<file path="src/include/timer_compare_defs.svh">
// register offsets, field positions and reset values
// assumes a byte-addressed plain register port with 8-bit addresses
`ifndef TIMER_COMPARE_DEFS_SVH
`define TIMER_COMPARE_DEFS_SVH
`define OFF_CTRL0      8'h00
`define OFF_CTRL1      8'h04
`define OFF_OUTCTL     8'h08
`define OFF_CAPEDGE    8'h0c
`define OFF_EVTEDGE    8'h10
`define OFF_NFC        8'h14
`define OFF_CCR0       8'h18
`define OFF_CCR1       8'h1c
`define OFF_COUNT      8'h20
`define OFF_STATUS     8'h24
`define OFF_MASK       8'h28
`define CTRL0_RUN      7
`define CTRL1_EXT      0
`define CTRL1_CAP0     1
`define CTRL1_CAP1     2
`define NFC_LEN        3
`define CNT_HOLD       16'hffff
`define CNT_READ_OFF   16'h0000
`define CCR_RST        16'h0000
`define ST_MATCH0      0
`define ST_MATCH1      1
`define ST_CAP0        2
`define ST_CAP1        3
`endif

</file>
<file path="src/include/timer_compare_pkg.sv">
// types shared by the timer core
package timer_compare_pkg;
  typedef enum logic [1:0] {
    edge_none    = 2'b00,
    edge_rise    = 2'b01,
    edge_fall    = 2'b10,
    edge_both    = 2'b11
  } edge_sel_t;
endpackage

</file>
<file path="src/design/timer_compare_core.sv">
// 16-bit timer/event counter core with two compare/capture channels
// assumes one 50 MHz clock, plain register port, pins from outside synchronised here
//
// Design decisions made here: strobed register access and the register offsets.
`timescale 1ns/1ns
`include "timer_compare_defs.svh"
`default_nettype none
module timer_compare_core (
  input  wire logic        clk,
  input  wire logic        rst_n,
  input  wire logic [7:0]  addr,
  input  wire logic [15:0] wdata,
  input  wire logic        wr,
  input  wire logic        rd,
  output logic      [15:0] rdata,
  input  wire logic        timer_in_0,
  input  wire logic        timer_in_1,
  output logic             timer_out_0,
  output logic             timer_out_1,
  output logic             ext_trigger,
  output logic             match_irq_0,
  output logic             match_irq_1,
  output logic             irq
);
  // =====================================================
  // input synchronisers, filter and edge detection
  logic [1:0] s1_ff, s2_ff, s3_ff, flt_ff;
  logic [1:0] nxt_s1, nxt_s2, nxt_s3, nxt_flt;
  logic [1:0] cap_pulse, evt_pulse;
  logic [2:0] nfc_cnt_ff [2];
  logic [2:0] nxt_nfc_cnt [2];
  logic [15:0] ctrl0_ff, ctrl1_ff, outctl_ff, capedge_ff, evtedge_ff, nfc_ff;
  logic [15:0] ccr_ff [2];
  logic [15:0] shadow_ff [2];
  logic [15:0] count_ff;
  logic [2:0]  pre_ff;
  logic [9:0]  div_ff;
  logic [3:0]  status_ff, mask_ff;
  logic        started_ff;
  logic        run;
  assign run = ctrl0_ff[`CTRL0_RUN];

  always_comb begin
    nxt_s1 = {timer_in_1, timer_in_0};
    nxt_s2 = s1_ff;
    nxt_s3 = flt_ff;
  end

  genvar g;
  generate
    for (g = 0; g < 2; g++) begin : g_in
      logic cap_mode;
      logic fin;
      timer_compare_pkg::edge_sel_t ce, ee;
      assign cap_mode = ctrl1_ff[`CTRL1_CAP0 + g];
      assign ce = timer_compare_pkg::edge_sel_t'(capedge_ff[2*g +: 2]);
      assign ee = timer_compare_pkg::edge_sel_t'(evtedge_ff[2*g +: 2]);
      // filter only in capture mode; length counts stable samples
      always_comb begin
        nxt_nfc_cnt[g] = 3'h0;
        nxt_flt[g] = flt_ff[g];
        if (!cap_mode || nfc_ff[4*g +: 3] == 3'h0) begin
          nxt_flt[g] = s2_ff[g];
        end else if (s2_ff[g] != flt_ff[g]) begin
          nxt_nfc_cnt[g] = nfc_cnt_ff[g] + 3'h1;
          if (nfc_cnt_ff[g] + 3'h1 >= nfc_ff[4*g +: 3]) begin
            nxt_flt[g] = s2_ff[g];
            nxt_nfc_cnt[g] = 3'h0;
          end
        end
      end
      assign fin = flt_ff[g] != s3_ff[g];
      // one pulse per valid edge
      assign cap_pulse[g] = run && fin &&
        ((flt_ff[g] && ce[0]) || (!flt_ff[g] && ce[1]));
      assign evt_pulse[g] = run && fin &&
        ((flt_ff[g] && ee[0]) || (!flt_ff[g] && ee[1]));
      always_ff @(posedge clk) begin
        if (!rst_n) begin
          nfc_cnt_ff[g] <= 3'h0;
        end else begin
          nfc_cnt_ff[g] <= nxt_nfc_cnt[g];
        end
      end
    end
  endgenerate

  always_ff @(posedge clk) begin
    if (!rst_n) begin
      s1_ff  <= 2'h0;
      s2_ff  <= 2'h0;
      s3_ff  <= 2'h0;
      flt_ff <= 2'h0;
    end else begin
      s1_ff  <= nxt_s1;
      s2_ff  <= nxt_s2;
      s3_ff  <= nxt_s3;
      flt_ff <= nxt_flt;
    end
  end

  // =====================================================
  // prescaler and count source selector
  logic [9:0]  nxt_div;
  logic        tick;
  logic        int_tick;
  always_comb begin
    nxt_div = run ? div_ff + 10'h1 : 10'h0;
    // a tap fires when the low bits are all ones; divisors 1,2,4,8,16,64,256,1024
    case (pre_ff)
      3'h0:    int_tick = 1'b1;
      3'h1:    int_tick = div_ff[0];
      3'h2:    int_tick = &div_ff[1:0];
      3'h3:    int_tick = &div_ff[2:0];
      3'h4:    int_tick = &div_ff[3:0];
      3'h5:    int_tick = &div_ff[5:0];
      3'h6:    int_tick = &div_ff[7:0];
      default: int_tick = &div_ff[9:0];
    endcase
    // pin 0 doubles as event input
    tick = ctrl1_ff[`CTRL1_EXT] ? evt_pulse[0] : int_tick;
  end

  // =====================================================
  // counter, compare and capture
  logic [15:0] nxt_count;
  logic        nxt_started;
  logic [3:0]  ev;
  always_comb begin
    nxt_count = count_ff;
    nxt_started = started_ff;
    if (!run) begin
      nxt_count = `CNT_HOLD;
      nxt_started = 1'b0;
    end else if (tick) begin
      nxt_count = count_ff + 16'h1;  // all ones wraps to zero first
      nxt_started = 1'b1;
    end
    // match only on a live count, not on the held all-ones value
    ev[`ST_MATCH0] = run && started_ff && tick && count_ff + 16'h1 == shadow_ff[0];
    ev[`ST_MATCH1] = run && started_ff && tick && count_ff + 16'h1 == shadow_ff[1];
    if (run && !started_ff && tick) begin
      ev[`ST_MATCH0] = shadow_ff[0] == 16'h0;
      ev[`ST_MATCH1] = shadow_ff[1] == 16'h0;
    end
    ev[`ST_CAP0] = cap_pulse[0] && ctrl1_ff[`CTRL1_CAP0];
    ev[`ST_CAP1] = cap_pulse[1] && ctrl1_ff[`CTRL1_CAP1];
  end

  always_ff @(posedge clk) begin
    if (!rst_n) begin
      count_ff   <= `CNT_HOLD;
      started_ff <= 1'b0;
      div_ff     <= 10'h0;
    end else begin
      count_ff   <= nxt_count;
      started_ff <= nxt_started;
      div_ff     <= nxt_div;
    end
  end

  // =====================================================
  // register file, shadows, outputs
  logic [15:0] nxt_ctrl0, nxt_ctrl1, nxt_outctl, nxt_capedge, nxt_evtedge, nxt_nfc;
  logic [15:0] nxt_ccr [2];
  logic [15:0] nxt_shadow [2];
  logic [15:0] nxt_rdata;
  logic [3:0]  nxt_status, nxt_mask;
  logic [1:0]  nxt_tout;
  logic        nxt_trig;
  always_comb begin
    nxt_ctrl0 = ctrl0_ff;
    nxt_ctrl1 = ctrl1_ff;
    nxt_outctl = outctl_ff;
    nxt_capedge = capedge_ff;
    nxt_evtedge = evtedge_ff;
    nxt_nfc = nfc_ff;
    nxt_mask = mask_ff;
    nxt_ccr = ccr_ff;
    nxt_shadow = shadow_ff;
    nxt_status = status_ff;
    if (wr) begin
      case (addr)
        `OFF_CTRL0:   nxt_ctrl0 = wdata & 16'h0087;
        `OFF_CTRL1:   nxt_ctrl1 = wdata & 16'h0007;
        `OFF_OUTCTL:  nxt_outctl = wdata & 16'h000f;
        `OFF_CAPEDGE: nxt_capedge = wdata & 16'h000f;
        `OFF_EVTEDGE: nxt_evtedge = wdata & 16'h000f;
        `OFF_NFC:     nxt_nfc = wdata & 16'h0077;
        `OFF_CCR0:    nxt_ccr[0] = wdata;
        `OFF_CCR1:    nxt_ccr[1] = wdata;
        `OFF_STATUS:  nxt_status = status_ff & ~wdata[3:0];
        `OFF_MASK:    nxt_mask = wdata[3:0];
        default:      nxt_mask = mask_ff;
      endcase
    end
    for (int i = 0; i < 2; i++) begin
      // compare mode: write copies into shadow
      if (wr && addr == (i == 0 ? `OFF_CCR0 : `OFF_CCR1) &&
          !ctrl1_ff[`CTRL1_CAP0 + i]) begin
        nxt_shadow[i] = wdata;
      end
      if (cap_pulse[i] && ctrl1_ff[`CTRL1_CAP0 + i]) begin
        nxt_ccr[i] = run ? count_ff : `CNT_READ_OFF;
      end
    end
    nxt_status = nxt_status | ev;  // set wins over clear
    // outputs toggle on match when enabled, level inverted by polarity
    nxt_tout = {timer_out_1, timer_out_0};
    for (int i = 0; i < 2; i++) begin
      if (!run) begin
        nxt_tout[i] = outctl_ff[2*i+1];
      end else if (outctl_ff[2*i] && ev[i]) begin
        nxt_tout[i] = ~nxt_tout[i];
      end
    end
    nxt_trig = evt_pulse[0] && !ctrl1_ff[`CTRL1_EXT];
    nxt_rdata = 16'h0;
    if (rd) begin
      case (addr)
        `OFF_CTRL0:   nxt_rdata = ctrl0_ff;
        `OFF_CTRL1:   nxt_rdata = ctrl1_ff;
        `OFF_OUTCTL:  nxt_rdata = outctl_ff;
        `OFF_CAPEDGE: nxt_rdata = capedge_ff;
        `OFF_EVTEDGE: nxt_rdata = evtedge_ff;
        `OFF_NFC:     nxt_rdata = nfc_ff;
        `OFF_CCR0:    nxt_rdata = ccr_ff[0];
        `OFF_CCR1:    nxt_rdata = ccr_ff[1];
        `OFF_COUNT:   nxt_rdata = run ? count_ff : `CNT_READ_OFF;
        `OFF_STATUS:  nxt_rdata = {12'h0, status_ff};
        `OFF_MASK:    nxt_rdata = {12'h0, mask_ff};
        default:      nxt_rdata = 16'h0;
      endcase
    end
  end

  always_ff @(posedge clk) begin
    if (!rst_n) begin
      ctrl0_ff     <= 16'h0;
      ctrl1_ff     <= 16'h0;
      outctl_ff    <= 16'h0;
      capedge_ff   <= 16'h0;
      evtedge_ff   <= 16'h0;
      nfc_ff       <= 16'h0;
      ccr_ff[0]    <= `CCR_RST;
      ccr_ff[1]    <= `CCR_RST;
      shadow_ff[0] <= `CCR_RST;
      shadow_ff[1] <= `CCR_RST;
      status_ff    <= 4'h0;
      mask_ff      <= 4'h0;
      pre_ff       <= 3'h0;
      rdata        <= 16'h0;
      timer_out_0  <= 1'b0;
      timer_out_1  <= 1'b0;
      ext_trigger  <= 1'b0;
      match_irq_0  <= 1'b0;
      match_irq_1  <= 1'b0;
      irq          <= 1'b0;
    end else begin
      ctrl0_ff     <= nxt_ctrl0;
      ctrl1_ff     <= nxt_ctrl1;
      outctl_ff    <= nxt_outctl;
      capedge_ff   <= nxt_capedge;
      evtedge_ff   <= nxt_evtedge;
      nfc_ff       <= nxt_nfc;
      ccr_ff       <= nxt_ccr;
      shadow_ff    <= nxt_shadow;
      status_ff    <= nxt_status;
      mask_ff      <= nxt_mask;
      pre_ff       <= nxt_ctrl0[2:0];
      rdata        <= nxt_rdata;
      timer_out_0  <= nxt_tout[0];
      timer_out_1  <= nxt_tout[1];
      ext_trigger  <= nxt_trig;
      match_irq_0  <= ev[`ST_MATCH0];
      match_irq_1  <= ev[`ST_MATCH1];
      irq          <= |(nxt_status & nxt_mask);
    end
  end
endmodule // timer_compare_core
`default_nettype wire

</file>
<file path="config.mk">
export PLATFORM = sky130hd
export DESIGN_NAME = timer_compare_core
export DESIGN_NICKNAME = d
export VERILOG_FILES = /design/src/include/timer_compare_pkg.sv /design/src/design/timer_compare_core.sv
export VERILOG_INCLUDE_DIRS = /design/src /design/src/include
export SDC_FILE = /design/constraint.sdc
export NUM_CORES = 1
export LEC_CHECK = 0
export ABC_AREA = 1
export BUFFER_PORTS_ARGS = -buffer_cell sky130_fd_sc_hd__buf_2
export CORE_MARGIN = 8
export CORE_UTILIZATION = 53
export CTS_BUF_LIST = sky130_fd_sc_hd__clkbuf_2 sky130_fd_sc_hd__clkbuf_4 sky130_fd_sc_hd__clkbuf_8
export CTS_CLUSTER_DIAMETER = 100
export DETAILED_ROUTE_END_ITERATION = 12
export PLACE_DENSITY = 0.79
export SYNTH_ARGS = -nofsm -noshare
export SYNTH_HDL_FRONTEND = slang
export SYNTH_SLANG_ARGS = --single-unit
</file>
<file path="constraint.sdc">
create_clock -name clk -period 5.29 [get_ports clk]
set_input_delay 0.7935 -clock clk [delete_from_list [all_inputs] [get_ports clk]]
set_output_delay 0.7935 -clock clk [all_outputs]
set_load 0.1 [all_outputs]
</file>
==> results.cfg, run 1 <==
[worst_hold_path]
hold_start = nxt_s2[0]
worst_hold_path_type = flip-flop to flip-flop

[clock_network]
cts_tree = built
htreeDepth = 4
postCtsHoldBufs = 0
postCtsSetupRepairBufs = 0
clockBufferDepth = 2
cts_resized = 0
clk_pin_slew_worst_paths_ns = 0.08
cts_buffers = 17
insertion_delay_ns = 0.45
clock-sinks = 160
cts-root-buf = clkbuf_8

[placement]
io_buffers = 51
gp_congestion = 1.02
hpwlAfterDp_um = 16600
pre_cts_ws_ns = 2.14
place_inst = 1327

[floorplanning]
coreArea_um2 = 14500
start_util = 0.540
fp.dieArea_um2 = 19000
fp.dieH_um = 138
rows = 44
boundaryPins = 52
die_w_um = 138

[logic_synthesis]
synth-edff-count = 0
synth-seq-cells = 160
synth_fa_ha_area_frac = 0.0175
avgSynthCellArea_um2 = 6.94
synth_top_family_by_area = simple AND/OR/NAND/NOR gates
syn_area_um2 = 7860
synth_mux_area_frac = 0
synth-compound-area-share = 0.207
syn_nets = 1173
synth-simple-area-share = 0.263
synthArstFlopShare = 0
synthDistinctLibCells = 45
synth_xor_area_frac = 0.0121
ys.flop_type = dfxtp_1
yosysWarningCount = 0
seq_area_frac_synth = 0.408
synth_cells = 1132

[route]
antenna_left = 0
vias = 7808
drcViolationCount = 0
drt_iter0_markers = 1015
wl_per_cell_um = 16.4
drt_pass1_iterations = 5
wirelength_um = 22300
via_per_inst = 5.75

[setup_path]
cp_data_arrival_time_ns = 3.12
timing.rr.start = ctrl0_ff[7]
endpoint_kind = flip-flop
startpoint_type = flip-flop
required_ns = 5.64
startpoint = ctrl0_ff[7]
cp_max_fo = 20
path_class = flip-flop to flip-flop

[timing]
worst_slack_ns = 2.51
skew_ns = 0.0155
rsz0062_at_grt = no
hold_violations = 0
maxSlewViolCount = 0
min_period_ns = 2.78
worst_pin_slew_ns = 0.967
setup-violations-final = 0
finalSetupTns_ns = 0
maxClockFrequency_ghz = 0.360
whs_ns = 0.423
max_slew_margin = 0.353
final.period_utilization = 0.525

[power]
power.total_mw = 2.10
p_leak_nw = 3.87
powerDensity_nw_per_um2 = 247
ir_worst_vdd_uv = 176

[final_layout]
antenna_cells = 0
finalNonFillerCells = 1358
fillers = 1402
drive_above_1_share = 0.0911
nets = 1203
area_growth_pct = 8.24

[global_routing]
grt.overflow.total = 0
grt_pass1_vias = 7115
grt_usage = 0.243
antenna_found_initial = 0
grt_max_degree = 72
grt_pass1_wl_um = 36300

[outcome]
status = completed

[job]
drv_cap = 0
logic make-up (layout without fill, tap and decap cells):
logic type,Yosys count,count (layout)
adders and majority gates,11,11
DFF,160,160
and+or+nand+nor,476,476
AOI/OAI and AO/OA,293,293
xor gates and xnor gates,10,10
buffers and inverters,182,224
state kept, by name (all words and copies together) (netlist names), 4 cells and up:
register,cells
count_ff,16
shadow_ff,32
div_ff,10
rdata,16
nfc_cnt_ff,6
capedge_ff,4
outctl_ff,4
status_ff,4
mask_ff,4
nfc_ff,6
evtedge_ff,4
ccr_ff,32
cell usage in the layout, fill, tap and decap left out, types with 5 or more instances in the layout:
master,synthesis,final
a21oi_1,98,98
a221oi_1,12,12
a31oi_1,23,23
buf_2,3,51
clkbuf_8,1,19
clkinv_1,5,5
clkinv_2,0,5
dfxtp_1,160,160
ha_1,11,11
inv_1,132,132
nand2_1,256,256
nand2_2,7,7
nand3_1,85,85
nand4_1,17,17
nor2_1,73,73
nor3_1,13,13
nor4_1,8,8
o211ai_1,10,10
o21ai_0,129,129
xnor2_1,5,5
area by class of cell:
cell class / instances / area (um2) / area share
Clock inverter: 10 / 63.8 / 0.00751
Multi-Input combinational cell: 790 / 3930 / 0.462
Clock buffer: 21 / 277 / 0.0325
Timing Repair Buffer: 54 / 278 / 0.0327
Inverter: 139 / 522 / 0.0614
Sequential cell: 160 / 3200 / 0.377
Tap cell: 184 / 230 / 0.0271
worst max-delay path: stages (launching register included):
cell and delay, ns:
dfxtp_1 0.33, buf_4 0.22, nand2_1 0.08, inv_1 0.04, nand3_1 0.51, clkinv_1 0.69, o22ai_1 0.41, o22ai_1 0.13
inv_1 0.07, nand3_1 0.08, nand2_1 0.08, inv_1 0.04
path summary, 6_finish.rpt:
check	to	depth (start not counted)	slack [ns]
setup / recovery	irq	11	2.51
hold / removal	s2_ff[0]	2	0.42
setup reg to reg	irq	11	2.51
hold reg to reg	s2_ff[0]	2	0.42
synthesized netlist by cell type, types with 2 or more instances:
cell type / n / area, um2
nor4_1: 8 / 50.1
a211oi_1: 4 / 30.0
o21a_1: 2 / 15.0
nand4_1: 17 / 106
nand3b_1: 4 / 30.0
a31oi_1: 23 / 144
inv_1: 132 / 495
inv_2: 2 / 7.51
nor2_2: 3 / 18.8
a221oi_1: 12 / 105
o211ai_1: 10 / 75.1
a32o_1: 2 / 20.0
nor3_1: 13 / 65.1
buf_6: 2 / 22.5
buf_1: 2 / 7.51
o22ai_1: 4 / 25.0
nor2_1: 73 / 274
xor2_1: 4 / 35.0
nand3_1: 85 / 425
dfxtp_1: 160 / 3200
buf_4: 3 / 22.5
buf_2: 3 / 15.0
a21oi_1: 98 / 490
xnor2_1: 5 / 43.8
nor2_4: 4 / 45.0
nand2_2: 7 / 43.8
o21ai_0: 129 / 646
clkinv_1: 5 / 18.8
ha_1: 11 / 138
or2_2: 2 / 12.5
nand2_1: 256 / 961
a41oi_1: 3 / 26.3
clkbuf_1: 32 / 120
power by group:
group | total [mW] | switching, mW | internal (mW)
Clock | 0.800 | 0.446 | 0.354
Combinational | 0.0907 | 0.0644 | 0.0263
Sequential | 1.21 | 0.00283 | 1.21
metrics by stage:
stage | area, um2 | util
2_1_floorplan | 7860 | -
3_3_place_gp | 8160 | 0.562
3_5_place_dp | 8160 | 0.562
4_1_cts | 8500 | 0.585
5_1_grt | 8500 | 0.585
6_report | 8500 | 0.585
layer usage:
| layer | share of wire | vias to the layer above | global-route usage |
|---|---|---|---|
| li1 | - | 3852 | - |
| met1 | 0.46 | 3612 | 0.334 |
| met2 | 0.43 | 301 | 0.370 |
| met3 | 0.081 | 43 | 0.0532 |
| met4 | 0.024 | 0 | 0.0818 |
| met5 | 0 | - | 0 |
Power figures use the tool's default switching activity.
==> run 2: changes to the inputs <==
==> constraint.sdc (replaced) <==
create_clock -name clk -period 2.9 [get_ports clk]
set_input_delay 0.435 -clock clk [delete_from_list [all_inputs] [get_ports clk]]
set_output_delay 0.435 -clock clk [all_outputs]
set_load 0.1 [all_outputs]
==> run 2 against run 1 <==
- sequential cell count did not move
- total power rose by 94%
- non-clock buffer count rose by 14
- critical endpoint is now timer_out_1
- utilization rose by 1.2 points
- hold slack got worse by 0.28 ns
==> results.cfg, run 2 (synthesized netlist as in run 1, its figures left out) <==
[outcome]
status = completed

[final_layout]
nets = 1217
drive_above_1_share = 0.103
multiInputGateArea_um2 = 3930
reg_top3 = ccr_ff x32, shadow_ff x32
area_growth_pct = 10.4
final_area_um2 = 8670
layout_commonest_cell = nand2_1
antenna_cells = 0
regArea_um2 = 3200
final_cell_mix = nand2_1 (256), dfxtp_1 (159), inv_1 (132)
fillers = 1388

[clock_network]
cts-root-buf = clkbuf_8
clockBufferDepth = 2
cts_tree = built
postCtsSetupRepairBufs = 0
insertion_delay_ns = 0.47
cts_buffers = 17
htreeDepth = 4
clock-sinks = 160
clk_pin_slew_worst_paths_ns = 0.09

[power]
ir_worst_vdd_uv = 282
powerDensity_nw_per_um2 = 470
p_leak_nw = 3.97
power.total_mw = 4.08

[timing]
max_slew_margin = 0.545
maxClockFrequency_ghz = 0.399
final.period_utilization = 0.865
rsz0062_at_grt = no
maxSlewViolCount = 0
hold_violations = 0
min_period_ns = 2.51
worst_pin_slew_ns = 0.681
skew_ns = 0.0114
finalSetupTns_ns = 0
setup-violations-final = 0

[route]
wl_per_cell_um = 17.1
drt_iter0_markers = 795
wirelength_um = 23500
antenna_left = 0
drt_pass1_iterations = 6
vias = 7836
via_per_inst = 5.71
drcViolationCount = 0

[setup_path]
cp_data_arrival_time_ns = 2.88
required_ns = 3.27
cp_max_fo = 10
rrSetupSlack_ns = 0.39
path_class = flip-flop to flip-flop
endpoint_kind = flip-flop
startpoint_type = flip-flop
r2r_cells = 16

[worst_hold_path]
worst_hold_path_type = primary input to flip-flop
holdPathStages = 3

[floorplanning]
die_w_um = 138
fp.dieH_um = 138
fp.dieArea_um2 = 19000
boundaryPins = 52
rows = 44
coreArea_um2 = 14500
start_util = 0.540

[global_routing]
grt_usage = 0.255
grt_pass1_wl_um = 38000
grt_max_degree = 61
antenna_found_initial = 0
grt.overflow.total = 0
grt_pass1_vias = 7289

[placement]
hpwlAfterDp_um = 17400
place_area_um2 = 8270
io_buffers = 51
gp_congestion = 1.02

[job]
drv_cap = 0
run 2: worst paths after layout:
kind | start | endpoint
max | count_ff[1] | timer_out_1
min | timer_in_0 | nxt_s2[0]
max reg2reg | count_ff[1] | timer_out_1
min reg2reg | nxt_s2[1] | s2_ff[1]
run 2: where the power goes:
part	switching, mW	internal, mW	total, mW	leakage, nW
Clock	0.888	0.814	1.70	0.207
Sequential	0.00534	2.20	2.21	1.29
Combinational	0.119	0.0499	0.169	2.48
Total	1.01	3.07	4.08	3.97
run 2: layer usage:
layer / GRT usage / up-vias / routed length, um
li1: - / 3882 / -
met1: 0.354 / 3558 / 10600
met2: 0.389 / 353 / 10300
met3: 0.0540 / 43 / 2040
met4: 0.0758 / 0 / 458
met5: 0 / - / 0
run 2: critical path: stages, from the launching register on:
cell and delay [ns]:
dfxtp_1 0.48, ha_1 0.25, nand2_1 0.13, nor2_4 0.25, nand4_1 0.21, nand2_1 0.17, nand2_1 0.06, nand2_1 0.07
nand2_1 0.08, nor2_1 0.18, nand3_1 0.11, o21bai_2 0.15, nand2_1 0.06, nand2_1 0.05, nand3_1 0.06, nand2_1 0.07
inv_1 0.03
run 2: cell type report:
type	count	area share
timing repair buffer	68	0.0441
sequential	160	0.369
multi-input combinational	790	0.453
clock inverter	13	0.0173
clock buffer	19	0.0294
inverter	139	0.0602
tap	184	0.0265
run 2: repair_timing:
action                     in CTS  in global routing
hold buffers                    0                  0
resized for setup               0                  1
hold endpoints to repair        0                  0
setup endpoints to repair       0                  2
run 2: stage by stage:
stage | hold slack (ns) | instances | setup WS, ns | util
after floorplan | 0.390 | 1132 | 0.904 | -
after global placement | 0.401 | 1341 | 0.424 | 0.569
after detailed placement | 0.407 | 1341 | 0.370 | 0.569
after CTS | 0.138 | 1373 | 0.338 | 0.597
after global routing | 0.139 | 1373 | 0.0617 | 0.597
final | 0.146 | 1373 | 0.392 | 0.597
==> run 3: changes to the inputs <==
--- a/config.mk
+++ b/config.mk
@@ -7,13 +7,15 @@
 export NUM_CORES = 1
 export LEC_CHECK = 0
 export ABC_AREA = 1
-export BUFFER_PORTS_ARGS = -buffer_cell sky130_fd_sc_hd__buf_2
+export CELL_PAD_IN_SITES_DETAIL_PLACEMENT = 1
+export CELL_PAD_IN_SITES_GLOBAL_PLACEMENT = 1
 export CORE_MARGIN = 8
-export CORE_UTILIZATION = 53
+export CORE_UTILIZATION = 48
 export CTS_BUF_LIST = sky130_fd_sc_hd__clkbuf_2 sky130_fd_sc_hd__clkbuf_4 sky130_fd_sc_hd__clkbuf_8
 export CTS_CLUSTER_DIAMETER = 100
 export DETAILED_ROUTE_END_ITERATION = 12
-export PLACE_DENSITY = 0.79
+export DONT_BUFFER_PORTS = 1
+export PLACE_DENSITY = 0.9
 export SYNTH_ARGS = -nofsm -noshare
 export SYNTH_HDL_FRONTEND = slang
 export SYNTH_SLANG_ARGS = --single-unit
==> run 3 against run 2 <==
- sequential cell count unchanged
- via count up 4.4%
- critical path depth up 2
- sequential power about the same
- sequential share of layout area up 0.79 points
- fmax down 11%
- routed wire length up 17%
- critical path type unchanged
- highest routed layer unchanged
==> results.cfg, run 3 (synthesized netlist as in run 1, its figures left out) <==
[outcome]
status = completed

[clock_network]
cts_buffers = 17
htreeDepth = 4
clock-sinks = 160
cts_tree = built
cts-root-buf = clkbuf_8
clockBufferDepth = 2
insertion_delay_ns = 0.48
clk_pin_slew_worst_paths_ns = 0.09

[setup_path]
required_ns = 3.27
startpoint_type = flip-flop
cp_data_arrival_time_ns = 3.18
path_class = flip-flop to flip-flop
crit_chain = ha_1, nand2_1, nor2_4, nand3_1, nand2_1, nand2_1, nand2_1, nand2_1, nor2_1, nand2_1, nor2_1, nand3_1, nand2_1, nand2_1, nand2_1, nand3_1, nand2_1, inv_1
endpoint_kind = flip-flop
cp_max_fo = 8
slowest_delay_ns = 0.42
crit_path_frequent_cell = nand2_1
slowest_stage = dfxtp_2

[route]
dr_wl_met2_um = 12300
drt_iter0_markers = 834
vias = 8182
wl_met3_um = 2440
wl_per_cell_um = 20.2
top_layer_used = met4
drt_pass1_iterations = 6
wl_met1_um = 11900
wirelength_um = 27400
antenna_left = 0
drcViolationCount = 0
via_per_inst = 6.04

[floorplanning]
coreArea_um2 = 15900
die_w_um = 144
fp.dieArea_um2 = 20700
fp.dieH_um = 144
boundaryPins = 52
start_util = 0.493
rows = 46

[timing]
max_slew_margin = 0.279
worst_pin_slew_ns = 1.08
maxClockFrequency_ghz = 0.356
hold_violations = 0
skew_ns = 0.00885
setup-violations-final = 0
final.period_utilization = 0.969
maxSlewViolCount = 0
min_period_ns = 2.81

[placement]
place_area_um2 = 8040
io_buffers = 0
hpwlAfterDp_um = 19900
place_inst = 1320
gp_congestion = 1.10

[power]
power.total_mw = 4.17
p_leak_nw = 3.74
powerDensity_nw_per_um2 = 491
ir_worst_vdd_uv = 263

[final_layout]
area_growth_pct = 8.22
finalNonFillerCells = 1354
fillers = 2116
reg_top3 = ccr_ff x32, shadow_ff x32
final_cell_mix = nand2_1 (256), dfxtp_1 (158), inv_1 (132)
layout_commonest_cell = nand2_1
nets = 1166
final_area_um2 = 8500
antenna_cells = 0
drive_above_1_share = 0.0650

[global_routing]
antenna_found_initial = 0
grt.overflow.total = 0
grt_max_degree = 103
grt_usage = 0.268
grt_pass1_vias = 7929
grt_pass1_wl_um = 43000

[worst_hold_path]
worst_hold_path_type = primary input to flip-flop

[job]
drv_cap = 0
[run 3: critical path, delay by kind of cell, from the launching register on]
kind	cells	cell delay (ns)
buffers and inverters	1	0.04
AND/OR/NAND/NOR	16	2.04
adder cells (fa/ha/maj)	1	0.22
flip-flops	1	0.42
[run 3: path summary, 6_finish.rpt]
check / slack (ns) / endpoint / from / cells past startpoint
setup / recovery: 0.09 / timer_out_0 / count_ff[1] / 18
hold / removal: 0.06 / nxt_s2[1] / timer_in_1 / 2
setup reg to reg: 0.09 / timer_out_0 / count_ff[1] / 18
hold reg to reg: 0.45 / s2_ff[0] / nxt_s2[0] / 2
[run 3: metrics by stage]
stage | setup slack [ns] | TNS [ns] | utilization | hold slack [ns]
after floorplan | 0.904 | 0 | - | 0.390
after CTS | 0.0563 | 0 | 0.532 | 0.0430
final | 0.0910 | 0 | 0.533 | 0.0565
after global routing | -0.00630 | -0.00630 | 0.533 | 0.0554
after detailed placement | 0.237 | 0 | 0.504 | 0.450
after global placement | 0.455 | 0 | 0.504 | 0.411
[run 3: cell type report]
class | count | area, um2 | share of cell area
well taps | 216 | 270 | 0.0318
clock inverters | 15 | 208 | 0.0244
multi-input cells | 790 | 3930 | 0.462
repair buffers | 17 | 128 | 0.0150
inverters | 139 | 522 | 0.0614
flip-flops and latches | 160 | 3210 | 0.377
clock buffers | 17 | 234 | 0.0275
[run 3: what timing repair did]
action                     4_1_cts  5_1_grt
resized for setup                0        4
buffers inserted                 0        2
setup endpoints to repair        0        4
hold buffers                     0        0
[run 3: metal layers]
metal	track usage	up-vias
met5	0	-
met4	0.103	0
met3	0.0494	74
met2	0.425	372
met1	0.353	3961
li1	-	3775
[run 3: power by group]
part	leakage, nW	switching (mW)	internal, mW	total, mW
registers	1.29	0.00651	2.20	2.21
logic	2.24	0.0786	0.0349	0.113
clock network	0.215	0.904	0.949	1.85
total	3.74	0.989	3.19	4.17
